## config.mk

```make
export PLATFORM = sky130hd
export DESIGN_NAME = dpwsem_host
export DESIGN_NICKNAME = d
export VERILOG_FILES = /design/src/logic/dpwsem_cnt.v /design/src/logic/dpwsem_host.v
export VERILOG_INCLUDE_DIRS = /design/src /design/src/logic
export SDC_FILE = /design/constraint.sdc
export NUM_CORES = 1
export LEC_CHECK = 0
export BUFFER_PORTS_ARGS = -buffer_cell sky130_fd_sc_hd__buf_2
export CAP_MARGIN = 10
export CORE_MARGIN = 1.5
export CORE_UTILIZATION = 30
export CTS_BUF_LIST = sky130_fd_sc_hd__clkbuf_8
export CTS_CLUSTER_SIZE = 24
export DETAILED_ROUTE_END_ITERATION = 8
export SYNTH_ARGS = -nofsm -noshare
export SYNTH_HDL_FRONTEND = slang
export SYNTH_SLANG_ARGS = --single-unit
```

## constraint.sdc

```tcl
create_clock -name ref_clk_i -period 1.91 [get_ports ref_clk_i]
set_input_delay 0 -clock ref_clk_i [delete_from_list [all_inputs] [get_ports ref_clk_i]]
set_output_delay 0 -clock ref_clk_i [all_outputs]
set_load 0.005 [all_outputs]
```

## src/logic/dpwsem_map.vh

```
// Timing constants and pin conventions for the dual-port RAM host controller.
// Assumes a 25 MHz clock; cycle counts are derived from times in ns.
`ifndef DPWSEM_MAP_VH
`define DPWSEM_MAP_VH
`define DPWSEM_CLK_PERIOD_NS 40
// Select to end of write, fastest grade
`define DPWSEM_T_EW_NS 12
// Write pulse width
`define DPWSEM_T_WP_NS 12
// Write enable to output high-z
`define DPWSEM_T_WZ_NS 10
// Data valid to end of write
`define DPWSEM_T_DW_NS 10
// Data hold after end of write
`define DPWSEM_T_DH_NS 0
// Write recovery
`define DPWSEM_T_WR_NS 0
// Semaphore flag write to read
`define DPWSEM_T_SWRD_NS 5
// Read access (address access, fastest grade)
`define DPWSEM_T_AA_NS 15
// Address set-up before select
`define DPWSEM_T_AS_NS 0
// Least-time round-up with a floor of one cycle
`define DPWSEM_CYC(t) (((t) + `DPWSEM_CLK_PERIOD_NS - 1) / `DPWSEM_CLK_PERIOD_NS < 1 ? 1 : \
  ((t) + `DPWSEM_CLK_PERIOD_NS - 1) / `DPWSEM_CLK_PERIOD_NS)
`define DPWSEM_OP_RAM_WR 2'h0
`define DPWSEM_OP_SEM_WR 2'h1
`define DPWSEM_OP_SEM_RD 2'h2
`define DPWSEM_OP_RAM_RD 2'h3
`endif

```

## src/logic/dpwsem_cnt.v

```verilog
// Down counter that times one phase of a port cycle.
// Assumes the caller loads it only when it is idle or restarting a phase.
`timescale 1ns/1ps
`default_nettype none
module dpwsem_cnt #(
  parameter W = 4
) (
  input wire ref_clk_i,
  input wire rstn_i,
  input wire en_i,
  input wire load_i,
  input wire [W-1:0] val_i,
  output wire done_o
);
  reg [W-1:0] cnt_q;
  always @(posedge ref_clk_i) begin
    if (!rstn_i) begin
      cnt_q <= {W{1'b0}};
    end else if (en_i) begin
      if (load_i) begin
        cnt_q <= val_i;
      end else if (cnt_q != {W{1'b0}}) begin
        cnt_q <= cnt_q - {{(W-1){1'b0}}, 1'b1};
      end
    end
  end
  assign done_o = (cnt_q == {W{1'b0}});
endmodule
`default_nettype wire

```

## src/logic/dpwsem_host.v

```verilog
// Host controller that drives one port of an asynchronous dual-port RAM:
// array writes and reads, semaphore writes and read-backs.
// Assumes the RAM pins are sampled synchronously to ref_clk_i.
// Assumes one request at a time, with req_valid_i held until req_ready_o takes it.
// Functional notes
// - Array access uses port select low with semaphore select high, semaphore access the reverse.
// - The chosen select pair stays stable for at least the select-to-end-of-write time.
// - Strobe or port select is high whenever the address changes.
// - With output enable low the write pulse covers turn-off plus data set-up.
// - Write data stays valid for the hold time after the end of write.
// - Write data is not driven while the device may still drive the data pins.
// - Recovery counts from the first of port select or strobe rising, at least 0 ns.
// - Semaphore write then read keeps port select high and waits the write-to-read time.
`timescale 1ns/1ps
`default_nettype none
`include "dpwsem_map.vh"
module dpwsem_host #(
  parameter AW = 16,
  parameter DW = 8
) (
  input wire ref_clk_i,
  input wire rstn_i,
  input wire ce_i,
  input wire req_valid_i,
  input wire [1:0] req_op_i,
  input wire [AW-1:0] req_addr_i,
  input wire [DW-1:0] req_wdata_i,
  output reg req_ready_o,
  output reg rsp_valid_o,
  output reg [DW-1:0] rsp_rdata_o,
  output reg sem_flag_o,
  output reg port_sel_n_o,
  output reg semaphore_select_n_o,
  output reg rw_n_o,
  output reg oe_n_o,
  output reg [AW-1:0] addr_o,
  output reg [DW-1:0] data_o,
  output reg data_oe_o,
  input wire [DW-1:0] data_i
);
  // Whole-cycle counts; the 4-bit counter takes counts up to 15 and a larger count wraps,
  // so a much faster clock with a slow speed grade needs a wider counter
  localparam integer N_AS = `DPWSEM_CYC(`DPWSEM_T_AS_NS);
  localparam integer N_STRB = `DPWSEM_CYC(`DPWSEM_T_WZ_NS + `DPWSEM_T_DW_NS);
  localparam integer N_WP = `DPWSEM_CYC(`DPWSEM_T_WP_NS);
  localparam integer N_EW = `DPWSEM_CYC(`DPWSEM_T_EW_NS);
  localparam integer N_DH = `DPWSEM_CYC(`DPWSEM_T_DH_NS);
  localparam integer N_WR = `DPWSEM_CYC(`DPWSEM_T_WR_NS);
  localparam integer N_SWRD = `DPWSEM_CYC(`DPWSEM_T_SWRD_NS);
  localparam integer N_AA = `DPWSEM_CYC(`DPWSEM_T_AA_NS);
  localparam [3:0] C_AS = N_AS[3:0];
  localparam [3:0] C_STRB = N_STRB[3:0];
  localparam [3:0] C_WP = N_WP[3:0];
  localparam [3:0] C_EW = N_EW[3:0];
  localparam [3:0] C_DH = N_DH[3:0];
  localparam [3:0] C_WR = N_WR[3:0];
  localparam [3:0] C_SWRD = N_SWRD[3:0];
  localparam [3:0] C_AA = N_AA[3:0];
  localparam [3:0] C_PULSE = (C_WP > C_STRB) ? C_WP : C_STRB;
  localparam [3:0] C_WPULSE = (C_PULSE > C_EW) ? C_PULSE : C_EW;
  // A write runs setup, strobe, hold and recovery; a read swaps strobe and hold
  // for one access phase, then recovers
  localparam [2:0] S_IDLE = 3'h0;
  localparam [2:0] S_SETUP = 3'h1;
  localparam [2:0] S_STROBE = 3'h2;
  localparam [2:0] S_HOLD = 3'h3;
  localparam [2:0] S_RECOV = 3'h4;
  localparam [2:0] S_READ = 3'h5;
  reg [2:0] state_q;
  reg [1:0] op_q;
  reg sem_recent_q;
  reg load;
  reg [3:0] load_val;
  wire done;
  dpwsem_cnt #(
    .W(4)
  ) u_cnt (
    .ref_clk_i(ref_clk_i),
    .rstn_i(rstn_i),
    .en_i(ce_i),
    .load_i(load),
    .val_i(load_val),
    .done_o(done)
  );
  wire is_write = (op_q == `DPWSEM_OP_RAM_WR) || (op_q == `DPWSEM_OP_SEM_WR);
  wire is_sem = (op_q == `DPWSEM_OP_SEM_WR) || (op_q == `DPWSEM_OP_SEM_RD);
  // The clock enable gates the take in the state register and in the counter
  wire take = req_valid_i && req_ready_o;
  wire sem_after_wr = (req_op_i == `DPWSEM_OP_SEM_RD) && sem_recent_q;
  always @* begin
    load = 1'b0;
    load_val = 4'h0;
    case (state_q)
      S_IDLE: begin
        if (take) begin
          load = 1'b1;
          load_val = sem_after_wr ? C_SWRD : C_AS;
        end
      end
      S_SETUP: begin
        if (done) begin
          load = 1'b1;
          load_val = is_write ? C_WPULSE : C_AA;
        end
      end
      S_STROBE: begin
        if (done) begin
          load = 1'b1;
          load_val = C_DH;
        end
      end
      S_HOLD: begin
        if (done) begin
          load = 1'b1;
          load_val = C_WR;
        end
      end
      S_READ: begin
        load = 1'b0;
      end
      S_RECOV: begin
        load = 1'b0;
      end
      default: begin
        load = 1'b0;
      end
    endcase
  end
  always @(posedge ref_clk_i) begin
    if (!rstn_i) begin
      state_q <= S_IDLE;
      op_q <= 2'h0;
      sem_recent_q <= 1'b0;
      req_ready_o <= 1'b0;
      rsp_valid_o <= 1'b0;
      rsp_rdata_o <= {DW{1'b0}};
      sem_flag_o <= 1'b0;
      port_sel_n_o <= 1'b1;
      semaphore_select_n_o <= 1'b1;
      rw_n_o <= 1'b1;
      oe_n_o <= 1'b1;
      addr_o <= {AW{1'b0}};
      data_o <= {DW{1'b0}};
      data_oe_o <= 1'b0;
    end else if (ce_i) begin
      rsp_valid_o <= 1'b0;
      case (state_q)
        S_IDLE: begin
          req_ready_o <= 1'b1;
          if (take) begin
            req_ready_o <= 1'b0;
            op_q <= req_op_i;
            // Address moves only while both selects and the strobe are high
            addr_o <= req_addr_i;
            data_o <= req_wdata_i;
            // A semaphore read right after a semaphore write waits out the update time
            if (req_op_i != `DPWSEM_OP_SEM_RD) begin
              sem_recent_q <= 1'b0;
            end
            state_q <= S_SETUP;
          end
        end
        S_SETUP: begin
          if (done) begin
            // On a write, select and strobe fall together, so the device keeps its outputs off
            port_sel_n_o <= is_sem;
            semaphore_select_n_o <= ~is_sem;
            rw_n_o <= ~is_write;
            oe_n_o <= is_write;
            // Device outputs are already off with the strobe low at select time
            data_oe_o <= is_write;
            state_q <= is_write ? S_STROBE : S_READ;
          end
        end
        S_STROBE: begin
          if (done) begin
            // Strobe and selects rise together; data stays driven through the hold
            rw_n_o <= 1'b1;
            port_sel_n_o <= 1'b1;
            semaphore_select_n_o <= 1'b1;
            sem_recent_q <= is_sem;
            state_q <= S_HOLD;
          end
        end
        S_HOLD: begin
          if (done) begin
            data_oe_o <= 1'b0;
            state_q <= S_RECOV;
          end
        end
        S_READ: begin
          if (done) begin
            // Data is taken a full access phase after the selects fell
            rsp_valid_o <= 1'b1;
            rsp_rdata_o <= data_i;
            // All data bits carry the flag; bit 0 low means this port holds it
            sem_flag_o <= is_sem ? data_i[0] : sem_flag_o;
            if (is_sem) begin
              sem_recent_q <= 1'b0;
            end
            port_sel_n_o <= 1'b1;
            semaphore_select_n_o <= 1'b1;
            oe_n_o <= 1'b1;
            state_q <= S_RECOV;
          end
        end
        S_RECOV: begin
          // Ready rises one cycle later so it always leaves a flip-flop
          state_q <= S_IDLE;
        end
        default: begin
          state_q <= S_IDLE;
        end
      endcase
    end
  end
endmodule
`default_nettype wire

```

==> results of run 1 <==
==> cell usage in the layout, fill, tap and decap left out, drive strengths merged, types with 3 or more instances in the layout <==
cell type | synthesis | layout
nand2b | 3 | 3
nand2 | 62 | 62
nor2b | 5 | 5
dlygate4sd3 | 0 | 35
nand3 | 3 | 3
mux2i | 9 | 9
nor3b | 3 | 3
dfxtp | 49 | 49
clkbuf | 8 | 5
a21oi | 31 | 31
o31ai | 3 | 3
buf | 7 | 86
nor2 | 12 | 12
ha | 4 | 4
o21ai | 10 | 10
inv | 7 | 8
==> what timing repair did <==
| action | in CTS | in global routing |
|---|---|---|
| resized for setup | 0 | 0 |
| hold buffers | 35 | 0 |
| hold endpoints to repair | 36 | 0 |
==> sequential cells by signal (all words and copies together) (netlist names) <==
signal and flops:
addr_o 16, data_o 8, data_oe_o 1, oe_n_o 1, op_q 2, port_sel_n_o 1, req_ready_o 1, rsp_rdata_o 8
rsp_valid_o 1, rw_n_o 1, sem_flag_o 1, semaphore_select_n_o 1, state_q 3, u_cnt.cnt_q 4
==> path summary, 6_finish.rpt <==
check | end | cells past startpoint | slack (ns) | from
max reg2reg | u_cnt.cnt_q[3] | 6 | 0.21 | u_cnt.cnt_q[0]
min reg2reg | data_o[2] | 2 | 0.45 | data_o[2]
max | u_cnt.cnt_q[3] | 6 | 0.21 | u_cnt.cnt_q[0]
min | u_cnt.cnt_q[2] | 3 | 0.14 | ce_i
==> cells in the mapped netlist, types with 4 or more instances <==
cell type,count,area [sq um]
a21oi_1,31,155
clkbuf_1,8,30.0
dfxtp_1,49,981
ha_1,4,50.1
inv_1,7,26.3
mux2i_1,9,90.1
nand2_1,62,233
nor2_1,12,45.0
nor2b_1,5,31.3
o21ai_0,6,30.0
o21ai_1,4,20.0
==> worst max-delay path, delay by kind of cell, from the launching register on <==
kind                     cells  cell delay [ns]
adder cells (fa/ha/maj)      1             0.19
AND/OR/NAND/NOR              1             0.43
buffers and inverters        1             0.08
flip-flops                   1             0.34
AO/OA/AOI/OAI                3             0.57
==> per-layer routing <==
layer | wire length, microns | vias to the layer above | track usage, % | part of all wire [%]
met1 | 2320 | 962 | 17.6 | 44
met4 | 53 | 0 | 3.96 | 1.0
met2 | 2510 | 67 | 24.3 | 48
met5 | 0 | - | 0 | 0
li1 | - | 1062 | - | -
met3 | 335 | 8 | 4.29 | 6.4
==> power by group <==
part	internal (mW)	switching [mW]	total [mW]	leakage, nW
clock network	0.249	0.329	0.579	0.0491
logic	0.342	0.344	0.686	0.903
registers	1.09	0.0698	1.16	0.397
==> layout make-up <==
type                       count  area, sq um
clock inverter                 3         13.8
sequential                    49          981
multi-input combinational    174          987
fill                         688         3760
clock buffer                   5         68.8
tap                           80          100
timing repair buffer         121          816
inverter                       7         26.3
==> per-stage QoR <==
step / hold WS, ns / instance area, sq um / power (mW)
6_report: 0.140 / 2990 / 2.42
5_1_grt: 0.138 / 2990 / 2.59
4_1_cts: 0.141 / 2990 / 2.46
3_5_place_dp: 0.241 / 2560 / 1.81
3_3_place_gp: 0.231 / 2560 / 1.79
2_1_floorplan: 0.136 / 2080 / 1.58
==> cell families (layout without fill, tap and decap cells) <==
| kind of cell | count (synthesis) | count (layout) | synth area share [%] |
|---|---|---|---|
| AO/OA/AOI/OAI | 61 | 61 | 18.1 |
| adder cells (fa/ha/maj) | 4 | 4 | 2.41 |
| buffers and inverters | 22 | 136 | 5.30 |
| flip-flops | 49 | 49 | 47.3 |
| multiplexers | 9 | 9 | 4.34 |
| AND/OR/NAND/NOR | 100 | 100 | 22.6 |
==> results.sh, run 1 <==
export IMPL_ir_drop_mv=0.335
export IMPL_cts_num_sinks=49
export IMPL_ys_warn_count=0
export IMPL_fin_worst_skew_ns=0.00641
export IMPL_pre_cts_ws_ns=0.223
export IMPL_status="complete, no violations"
export IMPL_h_tree_depth=2
export IMPL_fmax_mhz=588
export IMPL_io_buffers=77
export IMPL_synthFlopType="dfxtp_1"
export IMPL_grt_max_degree=30
export IMPL_via_per_inst=4.78
export IMPL_cp_end_kind="flop"
export IMPL_path_cells="inv_1, ha_1, or3b_1, o221ai_2, o21ai_0, a21o_1"
export IMPL_post_route_util_pct=44.3
export IMPL_core_region_area_sq_mm=0.00676
export IMPL_p_leak_nw=1.35
export IMPL_period_share_pct=89.0
export IMPL_grt_pass1_wl_mm=8.59
export IMPL_setup_viol=0
export IMPL_drc_errors=0
export IMPL_powerDensity_mw_per_mm2=810
export IMPL_synth_edf_count=0
export IMPL_post_dp_hpwl_mm=3.48
export IMPL_arrival_ns=1.89
export IMPL_yosysSeqAreaShare_pct=47.3
export IMPL_crit_required_ns=2.10
export IMPL_critPathMaxFanout=4
export IMPL_drv_slew=0
export IMPL_final_cells=439
export IMPL_finalHoldViolCount=0
export IMPL_ys_seq_elements=49
export IMPL_drt_wirelength_per_cell_microns=11.9
export IMPL_wl_mm=5.22
export IMPL_grt_pass1_vias=1907
export IMPL_synthCells=245
export IMPL_grtUsageTotal_pct=14.3
export IMPL_min_path_type="input pin to flop"
export IMPL_die_h_microns=86.2
export IMPL_grt_setup_unrepaired="no"
export IMPL_clkSlewWorstSetupHoldPaths_ns=0.09
export IMPL_postSynth_asyncResetShare_pct=0
export IMPL_critPathKind="flop to flop"
export IMPL_io_pins=78
export IMPL_slew_headroom_pct=70.3
export IMPL_antenna_found_initial=0
export IMPL_n_antenna_cell=0
export IMPL_die_area_sq_mm=0.00743
export IMPL_syn_area_per_cell_sq_um=8.47
export IMPL_nets=400
export IMPL_synth_fp_nets=287
export IMPL_tns_ns=0
export IMPL_grt_ovfl_total=0
export IMPL_ys_types=44
export IMPL_vias=2099
export IMPL_syn_area_sq_mm=0.00208
export IMPL_clkLatencyLatePin_ns=0.29
export IMPL_max_stage_delay_ns=0.43
export IMPL_worst_pin_slew_ns=0.444
export IMPL_cts_tree="done"
export IMPL_areaGrowthSynthToFinish_pct=44.2
export IMPL_layout_setup_ws_ns=0.209
export IMPL_drive_gt1_share_pct=27.0
export IMPL_firstDrtPassIters=5
export IMPL_startpoint_type="flop"
export IMPL_ant_nets=0
export IMPL_fin_crit_ns=1.70
export IMPL_drv_cap=0
export IMPL_clockRootBuffer="clkbuf_8"
export IMPL_dr_first_iter_drc_count=91
export IMPL_rows=30
export IMPL_cts_inserted_buffers=5
export IMPL_start_util_pct=30.7
export IMPL_placed_cells=396
export IMPL_clock_path_buffers=2
export IMPL_slowest_stage="or3b_1"
export IMPL_gp_congestion=0.798
export IMPL_die_w_microns=86.2
export IMPL_cts_setup_buffers=0
(Power assumes the default switching activity.)
==> run 2, diff against run 1 <==
MAX_ROUTING_LAYER = met4   (was default)
==> results.sh, run 2 (synthesis results as in run 1) <==
export IMPL_n_antenna_cell=0
export IMPL_grt_max_degree=30
export IMPL_multiInputGateArea_sq_um=987
export IMPL_largest_register="addr_o"
export IMPL_fin_worst_skew_ns=0.00735
export IMPL_min_path_type="input pin to flop"
export IMPL_worst_pin_slew_ns=0.463
export IMPL_largest_reg_flops=16
export IMPL_setup_viol=0
export IMPL_r2r_end="u_cnt.cnt_q[3]"
export IMPL_slowest_stage="or3b_1"
export IMPL_ir_drop_mv=0.337
export IMPL_clockRootBuffer="clkbuf_8"
export IMPL_path_buf_inv=1
export IMPL_cp_top_family="compound AO/OA/AOI/OAI gates"
export IMPL_period_share_pct=89.2
export IMPL_cts_setup_buffers=0
export IMPL_cts_tree="done"
export IMPL_r2r_cells=6
export IMPL_critPathKind="flop to flop"
export IMPL_holdBufCountCts=35
export IMPL_firstDrtPassIters=5
export IMPL_final_cell_mix="buf_2, nand2_1, dfxtp_1"
export IMPL_die_h_microns=86.2
export IMPL_grt_ovfl_total=0
export IMPL_areaGrowthSynthToFinish_pct=44.2
export IMPL_cts_resized=0
export IMPL_dr_first_iter_drc_count=91
export IMPL_fmax_mhz=587
export IMPL_die_w_microns=86.2
export IMPL_crit_required_ns=2.10
export IMPL_status="complete, no violations"
export IMPL_vias=2092
export IMPL_clkLatencyLatePin_ns=0.29
export IMPL_clkSlewWorstSetupHoldPaths_ns=0.09
export IMPL_post_dp_hpwl_mm=3.48
export IMPL_via_per_inst=4.77
export IMPL_tns_ns=0
export IMPL_core_region_area_sq_mm=0.00676
export IMPL_rows=30
export IMPL_slew_headroom_pct=69.0
export IMPL_rr_startpoint="u_cnt.cnt_q[0]"
export IMPL_cp_end_kind="flop"
export IMPL_seq_area_sq_um=981
export IMPL_arrival_ns=1.89
export IMPL_drive_gt1_share_pct=27.0
export IMPL_drv_slew=0
export IMPL_io_buffers=77
export IMPL_gp_congestion=0.810
export IMPL_max_stage_delay_ns=0.43
export IMPL_grt_setup_unrepaired="no"
export IMPL_drt_wirelength_per_cell_microns=11.9
export IMPL_reg_largest_list="addr_o x16, data_o x8, rsp_rdata_o x8"
export IMPL_nets=400
export IMPL_critical_path_cell_count=6
export IMPL_ant_nets=0
export IMPL_drv_cap=0
export IMPL_post_route_util_pct=44.3
export IMPL_grt_pass1_vias=1907
export IMPL_die_area_sq_mm=0.00743
export IMPL_critPathMaxFanout=4
export IMPL_grt_pass1_wl_mm=8.59
export IMPL_startpoint_type="flop"
export IMPL_path_cells="inv_1, ha_1, or3b_1, o221ai_2, o21ai_0, a21o_1"
export IMPL_grtUsageTotal_pct=14.7
export IMPL_wl_mm=5.21
export IMPL_h_tree_depth=2
export IMPL_crit_end="u_cnt.cnt_q[3]"
export IMPL_startpoint="u_cnt.cnt_q[0]"
export IMPL_fin_crit_ns=1.70
export IMPL_io_pins=78
export IMPL_rrSetupSlack_ns=0.21
export IMPL_cts_num_sinks=49
export IMPL_p_leak_nw=1.35
export IMPL_fill_cells=688
export IMPL_start_util_pct=30.7
export IMPL_final_common_cell="buf_2"
export IMPL_cts_inserted_buffers=5
export IMPL_finalHoldViolCount=0
export IMPL_powerDensity_mw_per_mm2=810
export IMPL_antenna_found_initial=0
export IMPL_clock_path_buffers=2
export IMPL_drc_errors=0
==> run 2: cell counts in the layout (fill, tap and decap cells not counted) <==
Identical to the previous run, type by type.
==> run 2: layout make-up <==
| type | count | share of cell area, % |
|---|---|---|
| clock inverters | 3 | 0.460 |
| clock buffers | 5 | 2.30 |
| well taps | 80 | 3.34 |
| multi-input cells | 174 | 33.0 |
| repair buffers | 121 | 27.3 |
| inverters | 7 | 0.878 |
| flip-flops and latches | 49 | 32.8 |
==> run 2: layer usage <==
metal | global-route usage [%] | wire length (microns)
met5 | - | 0
met2 | 24.3 | 2500
met1 | 17.8 | 2360
met4 | 3.96 | 53
met3 | 4.00 | 290
==> run 2: through the flow <==
step                      hold WS [ns]  setup WS [ns]  cell area, sq um  power (mW)  cells
after floorplan                  0.136          0.345              2080        1.58    245
after global placement           0.231          0.287              2560        1.79    396
after detailed placement         0.241          0.223              2560        1.81    396
after CTS                        0.141          0.196              2990        2.46    439
after global routing             0.138         0.0924              2990        2.59    439
final                            0.141          0.207              2990        2.43    439
==> run 2: how the worst min path moves through the flow <==
stage                start              to  slack [ns]  cells past startpoint
2_1_floorplan  req_op_i[1]         op_q[1]        0.14                      2
3_3_place_gp     data_i[5]  rsp_rdata_o[5]        0.23                      3
3_5_place_dp     data_i[4]  rsp_rdata_o[4]        0.24                      3
4_1_cts               ce_i  u_cnt.cnt_q[2]        0.14                      3
5_1_grt               ce_i  u_cnt.cnt_q[0]        0.14                      3
6_report              ce_i  u_cnt.cnt_q[2]        0.14                      3
==> run 2: power by group <==
group / internal (mW) / total [mW] / switching (mW)
combinational: 0.342 / 0.688 / 0.346
sequential: 1.09 / 1.16 / 0.0697
clock: 0.249 / 0.579 / 0.329
==> run 2: worst reg2reg max path: stages (launching register included) <==
cell	delay (ns)
dfxtp_1	0.34
inv_1	0.08
ha_1	0.19
or3b_1	0.43
o221ai_2	0.25
o21ai_0	0.13
a21o_1	0.19
